<file path="config.mk">
export PLATFORM = sky130hd
export DESIGN_NAME = rtc_control_status_trickle
export DESIGN_NICKNAME = d
export VERILOG_FILES = /design/src/rtl/rtc_ctrl_pkg.sv /design/src/rtl/osc_sampler.sv /design/src/rtl/wave_divider.sv /design/src/rtl/rtc_control_status_trickle.sv
export SDC_FILE = /design/constraint.sdc
export NUM_CORES = 1
export LEC_CHECK = 0
export CORE_UTILIZATION = 40
export DETAILED_ROUTE_END_ITERATION = 16
export DONT_BUFFER_PORTS = 1
export PLACE_DENSITY_LB_ADDON = 0.1
export SYNTH_ARGS = -nofsm -noshare
export SYNTH_HDL_FRONTEND = slang
export SYNTH_SLANG_ARGS = --single-unit
</file>
<file path="constraint.sdc">
create_clock -name clk -period 2.6 [get_ports clk]
set_clock_uncertainty 0.05 [all_clocks]
set_input_delay 0.26 -clock clk [delete_from_list [all_inputs] [get_ports clk]]
set_output_delay 0.26 -clock clk [all_outputs]
set_load 0.005 [all_outputs]
</file>
<file path="src/rtl/rtc_ctrl_pkg.sv">
package rtc_ctrl_pkg;

  ////////////////////////////////////////////////////////////////////////////
  // Register offsets
  localparam logic [7:0] ADDR_CONTROL = 8'h0E;
  localparam logic [7:0] ADDR_FLAGS   = 8'h0F;
  localparam logic [7:0] ADDR_CHARGE  = 8'h10;

  ////////////////////////////////////////////////////////////////////////////
  // Field positions
  localparam int CTRL_OSC_HALT_BIT  = 7;
  localparam int CTRL_BACKUP_EN_BIT = 5;
  localparam int CTRL_RATE_HI_BIT   = 4;
  localparam int CTRL_RATE_LO_BIT   = 3;
  localparam int CTRL_INT_MODE_BIT  = 2;
  localparam int CTRL_A2_IE_BIT     = 1;
  localparam int CTRL_A1_IE_BIT     = 0;
  localparam int FLAG_OSC_STOP_BIT  = 7;
  localparam int FLAG_ALARM_TWO_BIT = 1;
  localparam int FLAG_ALARM_ONE_BIT = 0;

  ////////////////////////////////////////////////////////////////////////////
  // Reset values and masks
  localparam logic [7:0] CONTROL_RESET      = 8'h18;
  localparam logic [7:0] CONTROL_WRITE_MASK = 8'hBF;
  localparam logic [7:0] FLAGS_RESET        = 8'h80;
  localparam logic [7:0] FLAGS_READ_MASK    = 8'h83;
  localparam logic [7:0] CHARGE_RESET       = 8'h00;
  localparam logic [7:0] UNMAPPED_READ      = 8'h00;

  ////////////////////////////////////////////////////////////////////////////
  // Charger and rate encodings
  localparam logic [3:0] CHARGER_KEY_ON = 4'hA;
  localparam logic [1:0] DIODE_NONE     = 2'h1;
  localparam logic [1:0] DIODE_ONE      = 2'h2;
  localparam logic [1:0] RES_OFF        = 2'h0;
  localparam logic [1:0] RES_250        = 2'h1;
  localparam logic [1:0] RES_2K         = 2'h2;
  localparam logic [1:0] RES_4K         = 2'h3;
  localparam logic [1:0] RATE_1HZ       = 2'h0;
  localparam logic [1:0] RATE_4K        = 2'h1;
  localparam logic [1:0] RATE_8K        = 2'h2;
  localparam logic [1:0] RATE_32K       = 2'h3;

  ////////////////////////////////////////////////////////////////////////////
  // Timing
  localparam int CLK_PERIOD_NS     = 8;
  localparam int OSC_STOP_TIME_NS  = 100000;
  localparam int OSC_STOP_CYCLES   = OSC_STOP_TIME_NS / CLK_PERIOD_NS;
  localparam int DIV_WIDTH         = 15;
  localparam int TAP_4K            = 2;
  localparam int TAP_8K            = 1;
  localparam int TAP_1HZ           = 14;

  ////////////////////////////////////////////////////////////////////////////
  // Carriers
  typedef struct packed {
    logic osc_halt;
    logic unused6;
    logic backup_output_enable;
    logic rate_select_hi;
    logic rate_select_lo;
    logic interrupt_mode;
    logic alarm_two_irq_enable;
    logic alarm_one_irq_enable;
  } control_t;

  typedef struct packed {
    logic [3:0] charger_key;
    logic [1:0] diode_select;
    logic [1:0] resistor_select;
  } charge_t;

  typedef struct packed {
    logic       enable;
    logic       one_diode;
    logic [1:0] resistor_select;
  } charge_path_t;

endpackage : rtc_ctrl_pkg

</file>
<file path="src/rtl/osc_sampler.sv">
`timescale 1ns/10ps
module osc_sampler #(
  parameter int STOP_CYCLES = rtc_ctrl_pkg::OSC_STOP_CYCLES
) (
  input  wire logic clk,
  input  wire logic reset,
  input  wire logic osc_clk,
  output logic      osc_level,
  output logic      osc_rise,
  output logic      stopped
);

  logic        sync_first;
  logic        level_prev;
  logic [23:0] idle_count;

  ////////////////////////////////////////////////////////////////////////////
  // Two flops before anything looks at the oscillator
  always_ff @(posedge clk) begin
    if (reset) begin
      sync_first <= 1'b0;
      osc_level  <= 1'b0;
      level_prev <= 1'b0;
    end else begin
      sync_first <= osc_clk;
      osc_level  <= sync_first;
      level_prev <= osc_level;
    end
  end

  assign osc_rise = osc_level & ~level_prev;

  ////////////////////////////////////////////////////////////////////////////
  // No edge for the timeout means the crystal has died
  always_ff @(posedge clk) begin
    if (reset) begin
      idle_count <= 24'h000000;
      stopped    <= 1'b0;
    end else if (osc_level != level_prev) begin
      idle_count <= 24'h000000;
      stopped    <= 1'b0;
    end else if (idle_count == STOP_CYCLES[23:0]) begin
      stopped    <= 1'b1;
    end else begin
      idle_count <= idle_count + 24'h000001;
    end
  end

endmodule : osc_sampler

</file>
<file path="src/rtl/wave_divider.sv">
`timescale 1ns/10ps
module wave_divider (
  input  wire logic       clk,
  input  wire logic       reset,
  input  wire logic       run,
  input  wire logic       osc_rise,
  input  wire logic       osc_level,
  input  wire logic [1:0] rate,
  output logic            wave,
  output logic            second_tick
);

  localparam int W = rtc_ctrl_pkg::DIV_WIDTH;

  logic [W-1:0] count;
  logic         next_wave;

  ////////////////////////////////////////////////////////////////////////////
  // Divider only advances on real oscillator edges while running
  always_ff @(posedge clk) begin
    if (reset) begin
      count       <= '0;
      second_tick <= 1'b0;
    end else begin
      second_tick <= run & osc_rise & (&count);
      if (run && osc_rise) begin
        count <= count + 1'b1;
      end
    end
  end

  always_comb begin
    case (rate)
      rtc_ctrl_pkg::RATE_1HZ: next_wave = count[rtc_ctrl_pkg::TAP_1HZ];
      rtc_ctrl_pkg::RATE_4K:  next_wave = count[rtc_ctrl_pkg::TAP_4K];
      rtc_ctrl_pkg::RATE_8K:  next_wave = count[rtc_ctrl_pkg::TAP_8K];
      default:                next_wave = osc_level;
    endcase
  end

  // Halted oscillator freezes the wave at its last level
  always_ff @(posedge clk) begin
    if (reset) begin
      wave <= 1'b0;
    end else if (run) begin
      wave <= next_wave;
    end
  end

endmodule : wave_divider

</file>
<file path="src/rtl/rtc_control_status_trickle.sv">
`timescale 1ns/10ps
// Function
// - Halt bit stops oscillator, powers up zero
// - Backup enable keeps pin driven on battery
// - Rate codes pick 1Hz, 4k, 8k, 32k
// - Interrupt mode selects alarms over square wave
// - Alarm two drives pin when enabled
// - Alarm one drives pin; pin ORs both
// - Oscillator stop edge sets stop flag
// - Stop flag clears only by writing zero
// - Stop flag set at power-up and halt
// - Alarm two flag set on match, write-zero clears
// - Alarm one flag set on match, write-zero clears
// - Charger enabled only with key 1010
// - Diode codes 01 none, 10 one
// - Resistor codes 250, 2k, 4k; 00 off
// - Charger register resets to all zeros
// - Alarm matches evaluated once per second
// - Interrupt holds until flag is cleared
module rtc_control_status_trickle #(
  parameter int STOP_CYCLES = rtc_ctrl_pkg::OSC_STOP_CYCLES
) (
  input  wire logic                       clk,
  input  wire logic                       reset,
  input  wire logic                       osc_clk,
  input  wire logic                       on_backup,
  input  wire logic                       alarm_one_match,
  input  wire logic                       alarm_two_match,
  input  wire logic [7:0]                 reg_addr,
  input  wire logic                       reg_write,
  input  wire logic [7:0]                 reg_wdata,
  input  wire logic                       reg_read,
  output logic [7:0]                      reg_rdata,
  output logic                            reg_rvalid,
  output logic                            osc_enable,
  output logic                            second_tick,
  output logic                            wave_irq_out,
  output logic                            wave_irq_oe_n,
  output logic                            irq_active,
  output rtc_ctrl_pkg::charge_path_t      charge_path
);

  rtc_ctrl_pkg::control_t control;
  rtc_ctrl_pkg::charge_t  charge_cfg;
  logic                   osc_stop_flag;
  logic                   alarm_two_flag;
  logic                   alarm_one_flag;
  logic                   osc_level;
  logic                   osc_rise;
  logic                   osc_dead;
  logic                   halt_prev;
  logic                   dead_prev;
  logic                   stop_event;
  logic                   wave;
  logic                   backup_sync1;
  logic                   backup_sync2;
  logic                   wr_control;
  logic                   wr_flags;
  logic                   wr_charge;
  logic                   next_irq;
  logic                   pin_release;

  function automatic logic hit(input logic [7:0] a, input logic [7:0] r);
    hit = (a == r);
  endfunction : hit

  assign wr_control = reg_write & hit(reg_addr, rtc_ctrl_pkg::ADDR_CONTROL);
  assign wr_flags   = reg_write & hit(reg_addr, rtc_ctrl_pkg::ADDR_FLAGS);
  assign wr_charge  = reg_write & hit(reg_addr, rtc_ctrl_pkg::ADDR_CHARGE);

  ////////////////////////////////////////////////////////////////////////////
  // Oscillator sampling and division
  osc_sampler #(
    .STOP_CYCLES (STOP_CYCLES)
  ) u_sampler (
    .clk       (clk),
    .reset     (reset),
    .osc_clk   (osc_clk),
    .osc_level (osc_level),
    .osc_rise  (osc_rise),
    .stopped   (osc_dead)
  );

  wave_divider u_divider (
    .clk         (clk),
    .reset       (reset),
    .run         (osc_enable),
    .osc_rise    (osc_rise),
    .osc_level   (osc_level),
    .rate        ({control.rate_select_hi, control.rate_select_lo}),
    .wave        (wave),
    .second_tick (second_tick)
  );

  ////////////////////////////////////////////////////////////////////////////
  // Control register
  always_ff @(posedge clk) begin
    if (reset) begin
      control <= rtc_ctrl_pkg::CONTROL_RESET;
    end else if (wr_control) begin
      control <= reg_wdata & rtc_ctrl_pkg::CONTROL_WRITE_MASK;
    end
  end

  assign osc_enable = ~control.osc_halt;

  ////////////////////////////////////////////////////////////////////////////
  // Stop flag: halt and a dead crystal each get their own edge, so halting
  // an already dead oscillator after a clear still records the stop
  assign stop_event = (control.osc_halt & ~halt_prev) |
                      (osc_dead & ~dead_prev);

  always_ff @(posedge clk) begin
    if (reset) begin
      halt_prev <= 1'b0;
      dead_prev <= 1'b0;
    end else begin
      halt_prev <= control.osc_halt;
      dead_prev <= osc_dead;
    end
  end

  always_ff @(posedge clk) begin
    if (reset) begin
      osc_stop_flag <= 1'b1;
    end else if (stop_event) begin
      osc_stop_flag <= 1'b1;
    end else if (wr_flags && !reg_wdata[rtc_ctrl_pkg::FLAG_OSC_STOP_BIT]) begin
      osc_stop_flag <= 1'b0;
    end
  end

  ////////////////////////////////////////////////////////////////////////////
  // Alarm flags; a match in the clearing cycle still sets the flag
  always_ff @(posedge clk) begin
    if (reset) begin
      alarm_two_flag <= 1'b0;
    end else if (second_tick && alarm_two_match) begin
      alarm_two_flag <= 1'b1;
    end else if (wr_flags && !reg_wdata[rtc_ctrl_pkg::FLAG_ALARM_TWO_BIT]) begin
      alarm_two_flag <= 1'b0;
    end
  end

  always_ff @(posedge clk) begin
    if (reset) begin
      alarm_one_flag <= 1'b0;
    end else if (second_tick && alarm_one_match) begin
      alarm_one_flag <= 1'b1;
    end else if (wr_flags && !reg_wdata[rtc_ctrl_pkg::FLAG_ALARM_ONE_BIT]) begin
      alarm_one_flag <= 1'b0;
    end
  end

  ////////////////////////////////////////////////////////////////////////////
  // Charger register and decode
  always_ff @(posedge clk) begin
    if (reset) begin
      charge_cfg <= rtc_ctrl_pkg::CHARGE_RESET;
    end else if (wr_charge) begin
      charge_cfg <= reg_wdata;
    end
  end

  // Only the documented diode codes pass; 00 and 11 both fail safe
  always_ff @(posedge clk) begin
    if (reset) begin
      charge_path <= '0;
    end else begin
      charge_path.enable <=
        (charge_cfg.charger_key == rtc_ctrl_pkg::CHARGER_KEY_ON) &&
        (charge_cfg.diode_select == rtc_ctrl_pkg::DIODE_NONE ||
         charge_cfg.diode_select == rtc_ctrl_pkg::DIODE_ONE) &&
        (charge_cfg.resistor_select != rtc_ctrl_pkg::RES_OFF);
      charge_path.one_diode <=
        (charge_cfg.diode_select == rtc_ctrl_pkg::DIODE_ONE);
      charge_path.resistor_select <= charge_cfg.resistor_select;
    end
  end

  ////////////////////////////////////////////////////////////////////////////
  // Shared output pin
  always_ff @(posedge clk) begin
    if (reset) begin
      backup_sync1 <= 1'b0;
      backup_sync2 <= 1'b0;
    end else begin
      backup_sync1 <= on_backup;
      backup_sync2 <= backup_sync1;
    end
  end

  // Interrupt follows the flags, so it holds until software clears them
  assign next_irq = control.interrupt_mode &
                    ((control.alarm_two_irq_enable & alarm_two_flag) |
                     (control.alarm_one_irq_enable & alarm_one_flag));

  always_ff @(posedge clk) begin
    if (reset) begin
      irq_active <= 1'b0;
    end else begin
      irq_active <= next_irq;
    end
  end

  // Open drain: low drives, high releases; backup without enable floats
  assign pin_release = backup_sync2 & ~control.backup_output_enable;

  always_ff @(posedge clk) begin
    if (reset) begin
      wave_irq_oe_n <= 1'b1;
    end else if (pin_release) begin
      wave_irq_oe_n <= 1'b1;
    end else if (control.interrupt_mode) begin
      wave_irq_oe_n <= ~next_irq;
    end else begin
      wave_irq_oe_n <= wave;
    end
  end

  assign wave_irq_out = 1'b0;

  ////////////////////////////////////////////////////////////////////////////
  // Register read port
  always_ff @(posedge clk) begin
    if (reset) begin
      reg_rdata  <= rtc_ctrl_pkg::UNMAPPED_READ;
      reg_rvalid <= 1'b0;
    end else begin
      reg_rvalid <= reg_read;
      if (reg_read) begin
        if (hit(reg_addr, rtc_ctrl_pkg::ADDR_CONTROL)) begin
          reg_rdata <= control;
        end else if (hit(reg_addr, rtc_ctrl_pkg::ADDR_FLAGS)) begin
          reg_rdata <= {osc_stop_flag, 5'h00, alarm_two_flag,
                        alarm_one_flag};
        end else if (hit(reg_addr, rtc_ctrl_pkg::ADDR_CHARGE)) begin
          reg_rdata <= charge_cfg;
        end else begin
          reg_rdata <= rtc_ctrl_pkg::UNMAPPED_READ;
        end
      end
    end
  end
endmodule : rtc_control_status_trickle

</file>
After elaboration in Yosys (flattened, before gate mapping)
Cells that the tools add are included.
{ "word_totals": {"reg_bits": 82, "latchBits": 0, "ramBits": 0, "n_memories": 0, "output_inout_bits": 18, "romBits": 0} }
{ "op_classes": {"n_eq_ne": 10, "bitwise": 20, "add_sub_neg": 2, "magnitude_cmp": 0, "n_mul": 0, "n_reduce_logical": 20, "shift": 0, "mux": 9, "n_div": 0} }
{ "op_table": {"columns": ["cell", "n"], "rows": [
  ["adder 24 x 1 -> 24 bit (second input constant)", 1],
  ["== test 24 x 14 -> 1 bit (second input constant)", 1],
  ["2-to-1 mux 8 bit", 3],
  ["== test 8 x 4 -> 1 bit (second input constant)", 2],
  ["adder 15 x 1 -> 15 bit (second input constant)", 1],
  ["AND reduction 15 bit", 1],
  ["AND 1 bit", 12],
  ["== test 8 x 5 -> 1 bit (second input constant)", 1],
  ["logical AND 1 bit", 8],
  ["inverter 1 bit", 6],
  ["nonzero test 2 bit", 3],
  ["OR reduction 2 bit", 3],
  ["2-to-1 mux 1 bit", 5],
  ["== test 2 x 1 -> 1 bit (second input constant)", 2],
  ["== test 2 bit (second input constant)", 2],
  ["== test 4 bit (second input constant)", 1],
  ["logical NOT 1 bit", 3],
  ["case mux 1 bit (3 select lines)", 1],
  ["logical NOT 2 bit", 1],
  ["bitwise OR 1 bit", 2],
  ["logical OR 1 bit", 1],
  ["!= test 1 bit", 1]
]} }

Logic depth before layout (Yosys ltp)
{ "logic_depth": {"ltp_word": 5, "depth_mapped": 7} }

By module
From an unflattened synthesis, not the netlist that was laid out.
{ "unflattened": {"cells_unflattened": 411, "hier_area_um2": 3814.9} }
{ "modules_own_cells": {"columns": ["mod", "area_per_inst_um2", "cells_each", "instances", "seq_area_each_um2"], "rows": [
  ["rtc_control_status_trickle", 1637.8, 170, 1, 740.7],
  ["osc_sampler", 1387.6, 160, 1, 560.5],
  ["wave_divider", 789.5, 81, 1, 340.3]
]} }

Least setup slack after synthesis
No wires, ideal clock.
{ "synth_path": {"path_type": "reg-to-reg", "start": "reg u_sampler.idle_count[0]", "end": "reg u_sampler.idle_count[22]", "n_path_buf": 2, "path_slack_ns": 0.794, "required_time_ns": 2.479, "arrival_ns": 1.685, "path_stages_with_launch": 8, "cell_sequence": "dfxtp_1 ha_1 and3_1 buf_4 nand4_4 buf_6 or4_1 a21oi_1"} }
{ "synth_via": {"elab_chain_cells": 1, "elab_cells_between_ends": 2} }
{ "synth_lines": {"columns": ["item", "line_no", "rtl"], "rows": [
  ["start: declaration", "osc_sampler.sv:15", "logic [23:0] idle_count;"],
  ["start signal: assignment", "osc_sampler.sv:45", "idle_count <= idle_count + 24'h000001;"],
  ["adder 24 x 1 -> 24 bit / == test 24 x 14 -> 1 bit (equally long branches)", "osc_sampler.sv:45, osc_sampler.sv:42", null]
]} }
Several ways; a longest one is shown, not always the timed one.
A chain may end at the register's enable or synchronous reset.

Worst setup path after layout
Same ends and word-level chain as after synthesis.

==> flow_summary.toml <==
[status]
outcome = "finished clean"

[sta]
whs_ns = 0.01860
maxSlewHeadroom = 0.5322
setup_tns_ns = 0
period_minus_slack_ns = 1.971
hold_viol = 0
tightest_slew_ns = 0.7002
maxClockFrequency_mhz = 507.4
rsz0062_at_grt = "false"
maxSlewViolCount = 0
setup_ws_ns = 0.6291
finalCritPeriodShare = 0.7580
setup_violations = 0

[global_routing]
met2_usage = 0.2654
grt_pass1_wl_mm = 12.31
groute.layer.met1.usage = 0.2395
grt_overflow = 0
grt_use_total = 0.1764
antenna_found_initial = 0
grt_pass1_vias = 2559
grt_start_max_net_pins = 50
grt_util_met3 = 0.03791
busiest_layer = "met2"

[synth]
yosysSeqAreaShare = 0.4631
ys_types = 53
dominantRegCellSynth = "dfxtp_1"
syn_area_per_cell_um2 = 9.231
synthTopCellsByArea = "dfxtp_1 46%, mux2i_1 5.6%, nor2_1 5.1%"
yosys_register_bits = 82
synth_area_mm2 = 0.003545
synth_top_area_share = 0.4631
netlist_instances = 384
syn_nets = 413
yosysWarnings = 0
yosys.area.top_type = "dfxtp_1"
synth_edf_count = 0
ys_async_sr_fraction = 0

[routing]
drt_first_pass_iters = 4
drt-initial-drc-count = 68
finalWirelength_mm = 7.556
drcViolationCount = 0
routedWlPerCell_um = 15.05
ant_nets = 0
via_per_inst = 5.462
vias = 2742

[floorplan]
pin_count = 42
row_count = 33
die_w_um = 96.14
start_util = 0.4229
die_area_mm2 = 0.009242
dieHeight_um = 96.14
core-area_mm2 = 0.008382

[critical_path]
crit_type = "reg -> reg"
critPathMaxFanout = 11
critPathCaptureType = "flop"
worst_ep_required_time_ns = 2.83
crit_path_start_kind = "flop"
cp_slowest_cell = "or4_1"
path_depth = 5
critPathArrivalTime_ns = 2.20
critPathTopFamily = "simple AND/OR/NAND/NOR gates"
critical_path.cell_chain = "ha_1, and3_1, nand4_4, or4_1, a21oi_1"
reg2regPathDepth = 5
cp_num_buf_inv = 0
max_stage_delay_ns = 0.54

[clocking]
cts-root-buf = "clkbuf_8"
cts.sinks = 82
clk_latency_ns = 0.36
h-tree-depth = 3
cts_tree = "built"
path_clk_slew_ns = 0.09
ctsHoldBuffers = 14
post_cts_resized = 0
numCtsBuffers = 9
post_cts_buffers = 0
clockBufferDepth = 2

[placed_design]
dp_slack_ns = 0.6419
dpl.hpwl_mm = 5.187
gp_congestion = 0.8021
numPortBuffers = 0

[min_path]
min_path_cells = 2
hp-class = "in -> reg"

[final_layout]
drive_above_1_share = 0.06549
num_antenna_cells = 0
area_growth_syn_to_layout_pct = 11.47
utilization = 0.4714
layout.nets = 421

[power]
p_leak_nw = 1.305
power_density_mw_per_mm2 = 591.5
power.total_mw = 2.337
vdd.ir_drop.worst_mv = 0.3063

[run]
drv_cap = 0
[state kept, by name, summed over array words and instances, names as in the netlist, 4 cells and up]
| register | cells |
|---|---|
| control | 7 |
| reg_rdata | 8 |
| charge_cfg | 8 |
| u_divider.count | 15 |
| u_sampler.idle_count | 24 |
| charge_path | 4 |
[synth_stat cells, types with 2 or more instances]
library cell   n
inv_1         13
nand2b_1       4
nand4b_1       2
nand4_1        6
nor3_1         9
o21ai_0        9
xnor2_1       11
nor4b_1        2
buf_4          2
and4_1         5
buf_6          2
nand3_1       14
o31ai_1        6
nand2_1       25
a211oi_1       7
or4_1          8
a32o_1         3
buf_1          3
xor2_1         7
mux2i_1       20
o211ai_1       3
nor2_1        48
nor4_1         4
nor2b_1       14
a22oi_1        8
and3_1         4
nor3b_1        2
or3_1          6
buf_2          2
ha_1           5
clkbuf_1      10
nand4bb_1      2
dfxtp_1       82
and4b_1        2
a21oi_1       16
[stage by stage]
step / area (µm²) / std cells
2_1_floorplan: 3545 / 384
3_3_place_gp: 3587 / 471
3_5_place_dp: 3587 / 471
4_1_cts: 3941 / 501
5_1_grt: 3951 / 502
6_report: 3951 / 502
[placed cells by master (no fill, tap or decap), types with 9 or more instances in the layout]
master / n
nand2_1: 25
clkbuf_8: 10
dfxtp_1: 82
nor3_1: 9
nor2b_1: 14
inv_1: 13
dlygate4sd3_1: 14
xnor2_1: 11
a21oi_1: 16
mux2i_1: 20
nand3_1: 14
o21ai_0: 9
nor2_1: 48
[area by class of cell]
class	instances	area [µm²]
Fill cell	842	4431
Inverter	13	48.80
Clock inverter	5	62.56
Clock buffer	11	141.4
Sequential cell	82	1642
Multi-Input combinational cell	270	1758
Timing Repair Buffer	16	167.7
Tap cell	105	131.4
[cell families after synthesis]
group / Yosys count / share of synthesized area
adder cells (fa/ha/maj): 5 / 0.01765
flip-flops: 82 / 0.4631
AO/OA/AOI/OAI: 58 / 0.1091
AND/OR/NAND/NOR: 166 / 0.2577
other: 1 / 0.001058
buffers and inverters: 32 / 0.04095
multiplexers: 22 / 0.06601
XOR/XNOR: 18 / 0.04448
[where the power goes]
part / switching, mW / internal, mW
combinational: 0.0524 / 0.0408
sequential: 0.0132 / 1.27
clock: 0.484 / 0.476
total: 0.550 / 1.79
[final timing paths]
path	from	end	slack, ns
worst min-delay path	reg_read	reg_rdata[6]$_SDFFE_PP0P_	0.02
worst min register to register	backup_sync1$_SDFF_PP0_	backup_sync2$_SDFF_PP0_	0.40
worst max-delay path	u_sampler.idle_count[0]$_SDFFE_PP0P_	u_sampler.idle_count[22]$_SDFFE_PP0P_	0.63
worst max register to register	u_sampler.idle_count[0]$_SDFFE_PP0P_	u_sampler.idle_count[22]$_SDFFE_PP0P_	0.63
[per-layer routing]
layer	vias up	wire length (µm)	part of all wire
met4	0	147	0.019
met3	13	220	0.029
met5	-	0	0
li1	1381	-	-
met2	37	3382	0.45
met1	1311	3805	0.50
Power figures use the tool's default switching activity.
